File: config.mk
export PLATFORM = sky130hd
export DESIGN_NAME = wake_event_enable_bank
export DESIGN_NICKNAME = d
export VERILOG_FILES = /design/src/design/wake_pkg.sv /design/src/design/wake_event_enable_bank.sv /design/src/design/wake_status_capture.sv /design/src/design/ahb_reg_slave.sv
export SDC_FILE = /design/constraint.sdc
export NUM_CORES = 1
export LEC_CHECK = 0
export BUFFER_PORTS_ARGS = -buffer_cell sky130_fd_sc_hd__buf_2
export CORE_MARGIN = 2
export CORE_UTILIZATION = 55
export CTS_BUF_LIST = sky130_fd_sc_hd__clkbuf_2
export CTS_CLUSTER_SIZE = 25
export DETAILED_ROUTE_END_ITERATION = 6
export PLACE_DENSITY_LB_ADDON = 0.2
export SYNTH_ARGS = -nofsm -noshare
export SYNTH_HDL_FRONTEND = slang
export SYNTH_SLANG_ARGS = --single-unit
File: constraint.sdc
create_clock -name hclk -period 4.2 [get_ports hclk]
set_input_delay 0.42 -clock hclk [delete_from_list [all_inputs] [get_ports hclk]]
set_output_delay 0.42 -clock hclk [all_outputs]
set_load 0.01 [all_outputs]
File: src/design/wake_pkg.sv
// Contract
// - Enabled, set, globally enabled source drives wake
// - Disabled source still records status, no wake
// - Enables clear only on standby-rail reset
// - Each enable bit except misc bit 0 gates one source
// - Misc bits 1-7: ring2, ring1, kbd, mouse, key, fans
// - Misc enable bit 0 reserved, unassigned
// - Second register bit i enables gpio pin i
// - Status sets on event regardless of enables
`default_nettype none
package wake_pkg;

  // ----------------------------------------
  // Register map, word index (byte = 4*index)
  // ----------------------------------------
  localparam int unsigned REG_IDX_W = 8;
  localparam logic [7:0] IDX_STATUS_MISC = 8'h01;
  localparam logic [7:0] IDX_STATUS_GPIO = 8'h02;
  localparam logic [7:0] IDX_CONTROL = 8'h03;
  localparam logic [7:0] IDX_MASK_MISC = 8'h04;
  localparam logic [7:0] IDX_MASK_GPIO = 8'h05;
  localparam logic [7:0] IDX_ENABLE_MISC = 8'h0a;
  localparam logic [7:0] IDX_ENABLE_GPIO = 8'h0b;

  // ----------------------------------------
  // Fields and reset values
  // ----------------------------------------
  localparam int unsigned SRC_W = 8;
  localparam logic [7:0] ENABLE_RESET = 8'h00;
  localparam logic [7:0] STATUS_RESET = 8'h00;
  localparam logic [7:0] MASK_RESET = 8'h00;
  localparam logic [7:0] MISC_VALID = 8'hfe;
  localparam logic [7:0] GPIO_VALID = 8'hff;
  localparam int unsigned CTRL_GLOBAL_BIT = 0;
  localparam int unsigned MISC_RSVD_BIT = 0;
  localparam logic [2:0] HSIZE_WORD = 3'h2;
  localparam logic [31:0] READ_ZERO = 32'h0000_0000;

  // Misc wake sources, bit 7 down to bit 0
  typedef struct packed {
    logic fan_speed_input_two;
    logic fan_speed_input_one;
    logic specific_key_wake;
    logic pointing_wake;
    logic keyboard_wake;
    logic ring_indicate_port_one;
    logic ring_indicate_port_two;
    logic reserved;
  } misc_src_t;

  // Register write in its data phase
  typedef struct packed {
    logic valid;
    logic [7:0] idx;
    logic [31:0] data;
  } reg_wr_t;

  // Register read while the bus waits
  typedef struct packed {
    logic valid;
    logic [7:0] idx;
  } reg_rd_t;

  // Bus slave states
  typedef enum logic [1:0] {
    SL_IDLE = 2'b01,
    SL_RWAIT = 2'b10
  } slave_state_t;

endpackage
`default_nettype wire

File: src/design/wake_event_enable_bank.sv
// The AHB-Lite slave port is this design's own decision.
`timescale 1ns/1ps
`default_nettype none
module wake_event_enable_bank #(
  parameter int unsigned IDX_W = 8
) (
  input wire logic hclk,
  input wire logic hresetn,
  input wire logic standby_por_n,
  input wire logic soft_hard_reset,
  input wire logic hsel,
  input wire logic [31:0] haddr,
  input wire logic [1:0] htrans,
  input wire logic hwrite,
  input wire logic [2:0] hsize,
  input wire logic [31:0] hwdata,
  input wire logic hready,
  output logic hreadyout,
  output logic hresp,
  output logic [31:0] hrdata,
  input wire wake_pkg::misc_src_t misc_src,
  input wire logic [7:0] gpio_g1,
  output logic shared_wake_out_n,
  output logic shared_wake_oe,
  output logic irq
);
  import wake_pkg::*;

  // ----------------------------------------
  // Parameter check
  // ----------------------------------------
  if (IDX_W < 4 || IDX_W > REG_IDX_W)
  begin : g_bad_idx
    $error("wake_event_enable_bank: IDX_W out of range");
  end

  // ----------------------------------------
  // Declarations
  // ----------------------------------------
  reg_wr_t wr; // Write from bus
  reg_rd_t rd; // Read from bus
  logic [31:0] rd_data; // Read mux

  // Standby-rail domain
  logic [7:0] wake_enable_misc_sources_reg;
  logic [7:0] wake_enable_gpio_group_one_reg;
  logic global_wake_enable_reg;

  // Main-supply domain
  logic [7:0] mask_misc_reg; // Interrupt mask, misc
  logic [7:0] mask_gpio_reg; // Interrupt mask, gpio

  logic [7:0] status_misc; // Sticky wake status, misc
  logic [7:0] status_gpio; // Sticky wake status, gpio
  logic [7:0] clear_misc; // Write-one-to-clear pulses
  logic [7:0] clear_gpio;

  logic [7:0] pend_misc; // Enabled and set, per source
  logic [7:0] pend_gpio;
  logic wake_next; // Output should pull low
  logic irq_next; // Unmasked status present

  // ----------------------------------------
  // Decode helper, used for every register
  // ----------------------------------------
  function automatic logic wr_hit(input reg_wr_t w, input logic [7:0] idx);
    return w.valid && (w.idx == idx);
  endfunction

  // ----------------------------------------
  // Bus front end
  // ----------------------------------------
  ahb_reg_slave #(
    .IDX_W(IDX_W)
  ) u_slave (
    .hclk(hclk),
    .hresetn(hresetn),
    .hsel(hsel),
    .haddr(haddr),
    .htrans(htrans),
    .hwrite(hwrite),
    .hsize(hsize),
    .hwdata(hwdata),
    .hready(hready),
    .hreadyout(hreadyout),
    .hresp(hresp),
    .hrdata(hrdata),
    .wr(wr),
    .rd(rd),
    .rd_data(rd_data)
  );

  // ----------------------------------------
  // Enable registers
  // ----------------------------------------
  // Only the standby-rail reset clears them; hresetn and
  // soft/hard reset leave them alone so wake survives
  always_ff @(posedge hclk or negedge standby_por_n)
  begin
    if (!standby_por_n)
    begin
      wake_enable_misc_sources_reg <= ENABLE_RESET;
      wake_enable_gpio_group_one_reg <= ENABLE_RESET;
    end
    else
    begin
      // Reserved bit 0 never stores
      if (wr_hit(wr, IDX_ENABLE_MISC))
        wake_enable_misc_sources_reg <= wr.data[7:0] & MISC_VALID;
      // One bit per gpio pin, same index
      if (wr_hit(wr, IDX_ENABLE_GPIO))
        wake_enable_gpio_group_one_reg <= wr.data[7:0];
    end
  end

  // ----------------------------------------
  // Global enable, also on the standby rail
  // ----------------------------------------
  always_ff @(posedge hclk or negedge standby_por_n)
  begin
    if (!standby_por_n)
      global_wake_enable_reg <= 1'b0;
    else if (wr_hit(wr, IDX_CONTROL))
      global_wake_enable_reg <= wr.data[CTRL_GLOBAL_BIT];
  end

  // ----------------------------------------
  // Interrupt masks
  // ----------------------------------------
  // Main-supply state, so soft/hard reset clears it too
  always_ff @(posedge hclk or negedge hresetn)
  begin
    if (!hresetn)
    begin
      mask_misc_reg <= MASK_RESET;
      mask_gpio_reg <= MASK_RESET;
    end
    else if (soft_hard_reset)
    begin
      mask_misc_reg <= MASK_RESET;
      mask_gpio_reg <= MASK_RESET;
    end
    else
    begin
      if (wr_hit(wr, IDX_MASK_MISC))
        mask_misc_reg <= wr.data[7:0] & MISC_VALID;
      if (wr_hit(wr, IDX_MASK_GPIO))
        mask_gpio_reg <= wr.data[7:0];
    end
  end

  // ----------------------------------------
  // Status capture
  // ----------------------------------------
  // Clear pulses only for a write hitting the status word
  assign clear_misc = wr_hit(wr, IDX_STATUS_MISC) ? wr.data[7:0] : STATUS_RESET;
  assign clear_gpio = wr_hit(wr, IDX_STATUS_GPIO) ? wr.data[7:0] : STATUS_RESET;

  // Events captured with enables ignored
  wake_status_capture #(
    .WIDTH(SRC_W),
    .VALID(MISC_VALID)
  ) u_status_misc (
    .clk(hclk),
    .standby_rst_n(standby_por_n),
    .event_in(misc_src),
    .clear_in(clear_misc),
    .status(status_misc)
  );

  wake_status_capture #(
    .WIDTH(SRC_W),
    .VALID(GPIO_VALID)
  ) u_status_gpio (
    .clk(hclk),
    .standby_rst_n(standby_por_n),
    .event_in(gpio_g1),
    .clear_in(clear_gpio),
    .status(status_gpio)
  );

  // ----------------------------------------
  // Wake gating, one gate per source
  // ----------------------------------------
  for (genvar i = 0; i < SRC_W; i++)
  begin : g_gate
    // Disabled source shows in status but stays off the bus
    assign pend_misc[i] = status_misc[i] & wake_enable_misc_sources_reg[i];
    assign pend_gpio[i] = status_gpio[i] & wake_enable_gpio_group_one_reg[i];
  end

  assign wake_next = global_wake_enable_reg && (|pend_misc || |pend_gpio);
  assign irq_next = |(status_misc & mask_misc_reg) || |(status_gpio & mask_gpio_reg);

  // ----------------------------------------
  // Shared wake output, open drain
  // ----------------------------------------
  // Flopped so the pin never glitches on a status clear
  always_ff @(posedge hclk or negedge standby_por_n)
  begin
    if (!standby_por_n)
    begin
      shared_wake_out_n <= 1'b1;
      shared_wake_oe <= 1'b0;
    end
    else
    begin
      shared_wake_out_n <= !wake_next;
      shared_wake_oe <= wake_next;
    end
  end

  // ----------------------------------------
  // Interrupt output, level
  // ----------------------------------------
  always_ff @(posedge hclk or negedge hresetn)
  begin
    if (!hresetn)
      irq <= 1'b0;
    else
      irq <= irq_next;
  end

  // ----------------------------------------
  // Read mux
  // ----------------------------------------
  // Unmapped words read zero; reserved bits read zero
  always_comb
  begin
    rd_data = READ_ZERO;
    if (rd.valid)
    begin
      case (rd.idx)
        IDX_STATUS_MISC: rd_data[7:0] = status_misc;
        IDX_STATUS_GPIO: rd_data[7:0] = status_gpio;
        IDX_CONTROL: rd_data[CTRL_GLOBAL_BIT] = global_wake_enable_reg;
        IDX_MASK_MISC: rd_data[7:0] = mask_misc_reg;
        IDX_MASK_GPIO: rd_data[7:0] = mask_gpio_reg;
        IDX_ENABLE_MISC: rd_data[7:0] = wake_enable_misc_sources_reg;
        IDX_ENABLE_GPIO: rd_data[7:0] = wake_enable_gpio_group_one_reg;
        default: rd_data = READ_ZERO;
      endcase
    end
  end

  // ----------------------------------------
  // Assertions
  // ----------------------------------------
  a_wake_when_qualified:
    assert property (@(posedge hclk) disable iff (!standby_por_n)
      (global_wake_enable_reg && |pend_misc) |=> !shared_wake_out_n)
    else $error("wake output not driven for qualified source");

  a_disabled_no_wake:
    assert property (@(posedge hclk) disable iff (!standby_por_n)
      (pend_misc == 8'h00 && pend_gpio == 8'h00) |=> shared_wake_out_n)
    else $error("wake output driven with no enabled source");

  a_enable_keeps_reset:
    assert property (@(posedge hclk) disable iff (!standby_por_n)
      !hresetn |=> $stable(wake_enable_misc_sources_reg)
        && $stable(wake_enable_gpio_group_one_reg))
    else $error("enable register changed under main reset");

  a_enable_write_stores:
    assert property (@(posedge hclk) disable iff (!standby_por_n)
      wr_hit(wr, IDX_ENABLE_GPIO)
        |=> wake_enable_gpio_group_one_reg == $past(wr.data[7:0]))
    else $error("gpio enable write not stored");

  a_misc_bit_map:
    assert property (@(posedge hclk) disable iff (!standby_por_n)
      (global_wake_enable_reg && misc_src.keyboard_wake
        && wake_enable_misc_sources_reg[3]) |=> ##1 !shared_wake_out_n)
    else $error("keyboard bit does not gate keyboard wake");

  a_reserved_bit_zero:
    assert property (@(posedge hclk) disable iff (!standby_por_n)
      !wake_enable_misc_sources_reg[MISC_RSVD_BIT] && !status_misc[MISC_RSVD_BIT])
    else $error("reserved misc bit became set");

  a_gpio_bit_map:
    assert property (@(posedge hclk) disable iff (!standby_por_n)
      (global_wake_enable_reg && gpio_g1[5]
        && wake_enable_gpio_group_one_reg[5]) |=> ##1 !shared_wake_out_n)
    else $error("gpio pin 5 does not gate its wake");

  a_status_sets:
    assert property (@(posedge hclk) disable iff (!standby_por_n)
      gpio_g1[2] |=> status_gpio[2])
    else $error("gpio event not recorded in status");

  a_pin_consistent:
    assert property (@(posedge hclk) disable iff (!standby_por_n)
      (shared_wake_oe == !shared_wake_out_n)
        and (!global_wake_enable_reg |=> shared_wake_out_n))
    else $error("wake pin inconsistent or driven while disabled");

  // Gpio half of the wake gate, kept apart from the misc half
  a_gpio_wake_qualified:
    assert property (@(posedge hclk) disable iff (!standby_por_n)
      (global_wake_enable_reg && |pend_gpio) |=> !shared_wake_out_n)
    else $error("wake output not driven for qualified gpio source");

  // Misc enable keeps every source bit, drops the reserved one
  a_misc_enable_stores:
    assert property (@(posedge hclk) disable iff (!standby_por_n)
      wr_hit(wr, IDX_ENABLE_MISC)
        |=> wake_enable_misc_sources_reg == ($past(wr.data[7:0]) & MISC_VALID))
    else $error("misc enable write not stored");

  // Soft or hard reset alone must not touch the enables
  a_enable_keeps_soft:
    assert property (@(posedge hclk) disable iff (!standby_por_n)
      (soft_hard_reset && !wr.valid) |=> $stable(wake_enable_misc_sources_reg)
        && $stable(wake_enable_gpio_group_one_reg))
    else $error("enable register changed under soft reset");

endmodule
`default_nettype wire

File: src/design/wake_status_capture.sv
`timescale 1ns/1ps
`default_nettype none
module wake_status_capture #(
  parameter int unsigned WIDTH = 8,
  parameter logic [WIDTH-1:0] VALID = '1
) (
  input wire logic clk,
  input wire logic standby_rst_n,
  input wire logic [WIDTH-1:0] event_in,
  input wire logic [WIDTH-1:0] clear_in,
  output logic [WIDTH-1:0] status
);
  import wake_pkg::*;

  // ----------------------------------------
  // Parameter check
  // ----------------------------------------
  if (WIDTH < 1 || WIDTH > 32)
  begin : g_bad_width
    $error("wake_status_capture: WIDTH out of range");
  end

  // ----------------------------------------
  // Sticky status, one flop per source
  // ----------------------------------------
  for (genvar i = 0; i < WIDTH; i++)
  begin : g_bit
    // Set beats a same-cycle clear so no event is lost
    always_ff @(posedge clk or negedge standby_rst_n)
    begin
      if (!standby_rst_n)
        status[i] <= 1'b0;
      else if (VALID[i] && event_in[i])
        status[i] <= 1'b1;
      else if (clear_in[i])
        status[i] <= 1'b0;
    end
  end

endmodule
`default_nettype wire

File: src/design/ahb_reg_slave.sv
`timescale 1ns/1ps
`default_nettype none
module ahb_reg_slave #(
  parameter int unsigned IDX_W = 8
) (
  input wire logic hclk,
  input wire logic hresetn,
  input wire logic hsel,
  input wire logic [31:0] haddr,
  input wire logic [1:0] htrans,
  input wire logic hwrite,
  input wire logic [2:0] hsize,
  input wire logic [31:0] hwdata,
  input wire logic hready,
  output logic hreadyout,
  output logic hresp,
  output logic [31:0] hrdata,
  output wake_pkg::reg_wr_t wr,
  output wake_pkg::reg_rd_t rd,
  input wire logic [31:0] rd_data
);
  import wake_pkg::*;

  // ----------------------------------------
  // Parameter check
  // ----------------------------------------
  if (IDX_W < 4 || IDX_W > REG_IDX_W)
  begin : g_bad_idx
    $error("ahb_reg_slave: IDX_W out of range");
  end

  slave_state_t state_reg; // Read wait tracking
  logic wr_pend_reg; // Write in data phase
  logic [7:0] wr_idx_reg; // Its word index
  logic [7:0] addr_idx; // Index of address phase
  logic take; // Address phase accepted

  assign addr_idx = REG_IDX_W'(haddr[IDX_W+1:2]);
  assign take = hsel && htrans[1] && hready;

  // Write data arrives in the data phase, one cycle on
  assign wr = '{valid: wr_pend_reg, idx: wr_idx_reg, data: hwdata};
  assign rd = '{valid: (state_reg == SL_RWAIT), idx: wr_idx_reg};

  // ----------------------------------------
  // Address phase capture
  // ----------------------------------------
  always_ff @(posedge hclk or negedge hresetn)
  begin
    if (!hresetn)
    begin
      wr_pend_reg <= 1'b0;
      wr_idx_reg <= 8'h00;
    end
    else
    begin
      // Sub-word writes are ignored, not merged
      wr_pend_reg <= take && hwrite && (hsize == HSIZE_WORD);
      if (take)
        wr_idx_reg <= addr_idx;
    end
  end

  // ----------------------------------------
  // Read wait: one stall so a write just ahead is seen
  // ----------------------------------------
  always_ff @(posedge hclk or negedge hresetn)
  begin
    if (!hresetn)
    begin
      state_reg <= SL_IDLE;
      hreadyout <= 1'b1;
      hrdata <= READ_ZERO;
      hresp <= 1'b0;
    end
    else
    begin
      hresp <= 1'b0; // Always OKAY
      case (state_reg)
        SL_IDLE:
        begin
          if (take && !hwrite)
          begin
            state_reg <= SL_RWAIT;
            hreadyout <= 1'b0;
          end
        end
        SL_RWAIT:
        begin
          state_reg <= SL_IDLE;
          hreadyout <= 1'b1;
          hrdata <= rd_data;
        end
        default:
        begin
          state_reg <= SL_IDLE;
          hreadyout <= 1'b1;
        end
      endcase
    end
  end

endmodule
`default_nettype wire

**Word level (Yosys, flattened, before mapping)**

Cells that the tools add are included.

- Bits in latches: 0
- Output and inout port bits: 37
- Bits in registers: 70
- Memories kept: 0
- Bits in read-only memories: 0
- Input port bits: 92
- RAM bits: 0

- Div/mod/pow operators: 0
- Add/subtract/negate cells: 0
- Multiply operators: 0
- Bitwise operators: 17
- Eq/ne operators: 11
- Shift-type cells: 0
- Reductions and logical operators: 38
- Order comparisons: 0
- Muxes and demuxes: 42

Operators with widths:

| kind | count |
|---|---|
| two-way mux 8 bit | 6 |
| one-hot mux 7 bit (6 select lines) | 1 |
| nonzero test 2 bit | 17 |
| two-way mux 1 bit | 32 |
| OR reduction 8 bit | 3 |
| AND 8 bit | 2 |
| equality test 8 x 2 -> 1 bit, second input constant | 2 |
| equality test 8 x 3 -> 1 bit, second input constant | 2 |
| equality test 8 x 4 -> 1 bit, second input constant | 2 |
| AND 1 bit | 15 |
| logical AND 1 bit | 13 |
| equality test 8 x 1 -> 1 bit, second input constant | 1 |
| OR reduction 7 bit | 1 |
| one-hot mux 1 bit (5 select lines) | 1 |
| two-way mux 2 bit | 2 |
| equality test 3 x 2 -> 1 bit, second input constant | 1 |
| equality test 2 x 1 -> 1 bit, second input constant | 1 |
| equality test 2 bit, second input constant | 1 |
| zero test 1 bit | 2 |
| logical OR 1 bit | 2 |
| inequality test 2 x 1 -> 1 bit, second input constant | 1 |

**Depth between registers and ports, before layout**

- Word-level depth: 5
- Mapped depth: 7
- Gate-level depth less buffers: 4

**Modules after synthesis**

From an unflattened synthesis, not the netlist that was laid out.

- Cells, all modules: 378
- Area total of the unflattened synthesis: 4689.5 um2

Modules (own cells, without submodules):

| module | cells an instance | seq. area each (um2) | times used | area each (um2) |
|---|---|---|---|---|
| ahb_reg_slave | 137 | 1077.3 | 1 | 2084.5 |
| wake_event_enable_bank | 194 | 852.1 | 1 | 2049.5 |
| wake_status_capture (u_status_gpio) | 24 | 200.2 | 1 | 290.3 |
| wake_status_capture (u_status_misc) | 23 | 175.2 | 1 | 265.3 |

**Worst setup path before layout**

No wires, ideal clock.

- Path kind: flip-flop to flip-flop
- From: reg u_slave.wr_idx_reg[5]
- To: reg wake_enable_gpio_group_one_reg[0]
- Cell stages (with the launch flop): 5
- Library setup time: 0.125 ns
- Slack: 2.444 ns
- Arrival: 1.631 ns
- Cell sequence: dfrtp_1 -> or4_4 -> nor3_4 -> nand3_2 -> mux2_2

- Longest elaborated chain between the ends: 2

Ends and longest elaborated chain:

| element | line | text |
|---|---|---|
| start, declared | ahb_reg_slave.sv:34 | `logic [7:0] wr_idx_reg;` |
| start signal, assigned | ahb_reg_slave.sv:60 | `wr_idx_reg <= addr_idx;` |
| equality test 8 x 4 -> 1 bit | wake_event_enable_bank.sv:67 | `return w.valid && (w.idx == idx);` |
| logical AND 1 bit | wake_event_enable_bank.sv:67 |  |
| end signal, assigned | wake_event_enable_bank.sv:112 | `wake_enable_gpio_group_one_reg <= wr.data[7:0];` |
| end, declared | wake_event_enable_bank.sv:46 | `logic [7:0] wake_enable_gpio_group_one_reg;` |

No other way between the ends.
A chain may end at the register's enable or synchronous reset.

**Worst setup path after layout**

- From: reg u_slave.wr_idx_reg[0]
- To: reg u_status_misc.status[4]

- Longest elaborated chain between the ends: 4

Ends and longest elaborated chain:

| element | line | text |
|---|---|---|
| equality test 8 x 1 -> 1 bit | wake_event_enable_bank.sv:67 |  |
| logical AND 1 bit | wake_event_enable_bank.sv:67 |  |
| two-way mux 8 bit | wake_event_enable_bank.sv:156 | `assign clear_misc = wr_hit(wr, IDX_STATUS_MISC) ? wr.data[7:0] : STATUS_RESET;` |
| nonzero test 2 bit (no line) | - |  |
| end signal, assigned by index | wake_status_capture.sv:32 | `status[i] <= 1'b0;` |
| end signal, assigned by index | wake_status_capture.sv:34 | `status[i] <= 1'b1;` |
| end signal, assigned by index | wake_status_capture.sv:36 | `status[i] <= 1'b0;` |
| end, declared | wake_status_capture.sv:11 | `output logic [WIDTH-1:0] status` |

No other way between the ends.

==> flow_summary.ini <==
[yosys]
synthTopCellsByArea = dfrtp_1 (48%), mux2_2 (8.6%), mux2i_1 (6.4%), buf_4 (5.7%), a21o_1 (3.3%)
synth_top_family_by_area = multiplexers
synth-edff-count = 0
ys_seq_area_frac = 0.4985
synth-simple-area-share = 0.1398
ys_seq_elements = 68
synth_cell_types = 48
syn_area_mm2 = 0.003418
synth_compound_area_frac = 0.1336
yosysTopAreaCell = dfrtp_1
yosys.area_share.xor_xnor = 0
syn_inst = 304
yosys.area.top_type_share = 0.4832
ys.flop_type = dfrtp_1
synthAdderAreaFrac = 0
yosysWarnings = 0
synthMuxAreaShare = 0.1501
syn_area_per_cell_um2 = 11.24
async_flop_share = 1.000

[place]
place_hpwl_um = 5540
postPlaceCellArea_mm2 = 0.003627
gp_congestion = 0.9143
placed_cells = 419
port_buffers = 53

[setup_path]
r2r-end = u_status_misc.status[4]$_DFFE_PN0P_
start_kind = register
slowest_stage = dfrtp_1
crit_chain = or3b_2, nor4_4, nand2_1, a21o_1
endpoint_kind = register
r2r_cells = 4
r2r_slack_ns = 1.70
critPathKind = register to register
critPathArrivalTime_ns = 2.92
crit_path_max_incr_delay_ns = 1.01
crit_fanout = 29
cp_num_buf_inv = 0
reg2reg_from = u_slave.wr_idx_reg[0]$_DFFE_PN0N_
critPathTopFamily = simple AND/OR/NAND/NOR gates
required_ns = 4.62

[die]
design.die.area_mm2 = 0.006862
rows = 28
die_y_um = 82.84
die_x_um = 82.84
core_mm2 = 0.005956
initial_utilization = 0.5739
ios = 129

[sta]
slew_headroom = 0.3714
tns_ns = 0
finalSetupViolCount = 0
finalMaxSlewViolations = 0
skew_ns = 0.02992
tightestPinTransition_ns = 0.9429
whs_ns = 0.05943
post-route-min-period_ns = 2.497
hold_viol_final = 0
rsz0062_at_grt = no
fin_crit_sh = 0.5945
fmax_mhz = 400.5

[job]
drv_cap = 0

[pwr]
p_per_area_mw_per_mm2 = 340.5
leakagePower_nw = 1.790
vdd_drop_max_mv = 0.2614

[grt]
overflow = 0
grt_start_max_net_pins = 36
grt_usage = 0.2358
grt_antenna_before_repair = 0
grt_pass1_wl_um = 12540
grt_pass1_vias = 2421

[layout]
final_common_cell = dfrtp_1
design_area_mm2 = 0.003752
fin_cells = 437
final_cell_mix = dfrtp_1 (66), buf_2 (53), mux2_2 (26)
drive_above_1_share = 0.2901
n_antenna_cell = 0
multi_input_area_mm2 = 0.001541
area_delta_synth_final_pct = 9.773
num-fill-cells = 514
nets = 449
seq_area_mm2 = 0.001704

[detailed_routing]
viasPerCell = 5.968
wl_per_cell_um = 17.91
first_pass_iters = 5
drtIter0Drc = 249
vias = 2608
drt-total-wl_um = 7826
ant_nets = 0
drc = 0

[hold_path]
hp-start = misc_src[5]
min_path_cells = 2
min_path_type = input pin to register
holdPathEnd = u_status_misc.status[5]$_DFFE_PN0P_

[clocking]
clk_latency_ns = 0.52
cts_setup_buffers = 0
postCtsResizedCells = 0
cts_buffers = 9
cts_max_level = 3
root_buffer = clkbuf_2
ctsHoldBuffers = 2
cts_tree = yes
clk_pin_slew_ns = 0.20
cts_sinks = 68
max-clock-path-buffers = 2

[run_status]
status = finished clean
-- report_power, final --
group | leakage [nW] | internal [mW] | switching (mW) | total, mW
registers | 0.813 | 0.678 | 0.0637 | 0.742
logic | 0.911 | 0.0794 | 0.0959 | 0.175
clock network | 0.0668 | 0.134 | 0.227 | 0.361
total | 1.79 | 0.891 | 0.386 | 1.28
-- cell type report --
cell class                 count  share of cell area
clock buffer                  10             0.01334
clock inverter                 6             0.01467
inverter                       6            0.006002
multi-input combinational    217              0.4108
sequential                    68              0.4542
tap                           75             0.02501
timing repair buffer          55             0.07603
-- logic make-up after synthesis --
group	count (synthesis)
and+or+nand+nor	82
other	1
muxes	48
AOI/OAI and AO/OA	62
buffers and inverters	43
DFF	68
-- metrics by stage --
step / utilization / power, mW / setup slack [ns]
3_5_place_dp: 0.6090 / 0.9240 / 1.790
6_report: 0.6300 / 1.278 / 1.703
3_3_place_gp: 0.6090 / 0.9176 / 1.828
2_1_floorplan: - / 0.8739 / 2.444
4_1_cts: 0.6300 / 1.282 / 1.740
5_1_grt: 0.6300 / 1.334 / 1.585
-- per-layer routing --
metal / share of wire / vias to the layer above / track usage
met4: 0.036 / 0 / 0.1356
met2: 0.46 / 135 / 0.3468
li1: - / 1180 / -
met5: 0 / - / 0
met3: 0.077 / 24 / 0.04274
met1: 0.43 / 1269 / 0.3296
-- synthesized netlist by cell type, types with 2 or more instances --
master	instances
a2111oi_0	2
a21o_1	15
a21oi_1	4
a221o_1	2
a221oi_1	2
a222oi_1	2
a22o_1	4
a22oi_1	15
buf_2	3
buf_4	26
clkbuf_1	7
dfrtp_1	66
dfstp_2	2
inv_1	6
mux2_2	26
mux2i_1	22
nand2_1	21
nand2b_1	3
nand3_1	10
nand3_2	2
nand4_1	5
nand4_2	2
nor2_1	20
nor2b_1	2
nor4_1	4
o21ai_0	8
o22ai_1	2
-- worst max path at each step --
stage	cells past startpoint	slack, ns	from	to
3_3_place_gp	4	1.83	u_slave.wr_idx_reg[0]$_DFFE_PN0N_	u_status_misc.status[5]$_DFFE_PN0P_
6_report	4	1.70	u_slave.wr_idx_reg[0]$_DFFE_PN0N_	u_status_misc.status[4]$_DFFE_PN0P_
5_1_grt	4	1.59	u_slave.wr_idx_reg[0]$_DFFE_PN0N_	u_status_misc.status[1]$_DFFE_PN0P_
2_1_floorplan	4	2.44	u_slave.wr_idx_reg[5]$_DFFE_PN0N_	wake_enable_gpio_group_one_reg[0]$_DFFE_PN0P_
4_1_cts	4	1.74	u_slave.wr_idx_reg[0]$_DFFE_PN0N_	u_status_misc.status[4]$_DFFE_PN0P_
3_5_place_dp	4	1.79	u_slave.wr_idx_reg[0]$_DFFE_PN0N_	u_status_misc.status[4]$_DFFE_PN0P_
-- worst reg2reg max path, cell delays in order, from the launching register on --
cell and delay, ns:
dfrtp_1 1.01, or3b_2 0.57, nor4_4 0.51, nand2_1 0.12, a21o_1 0.19
(Power assumes the default switching activity.)
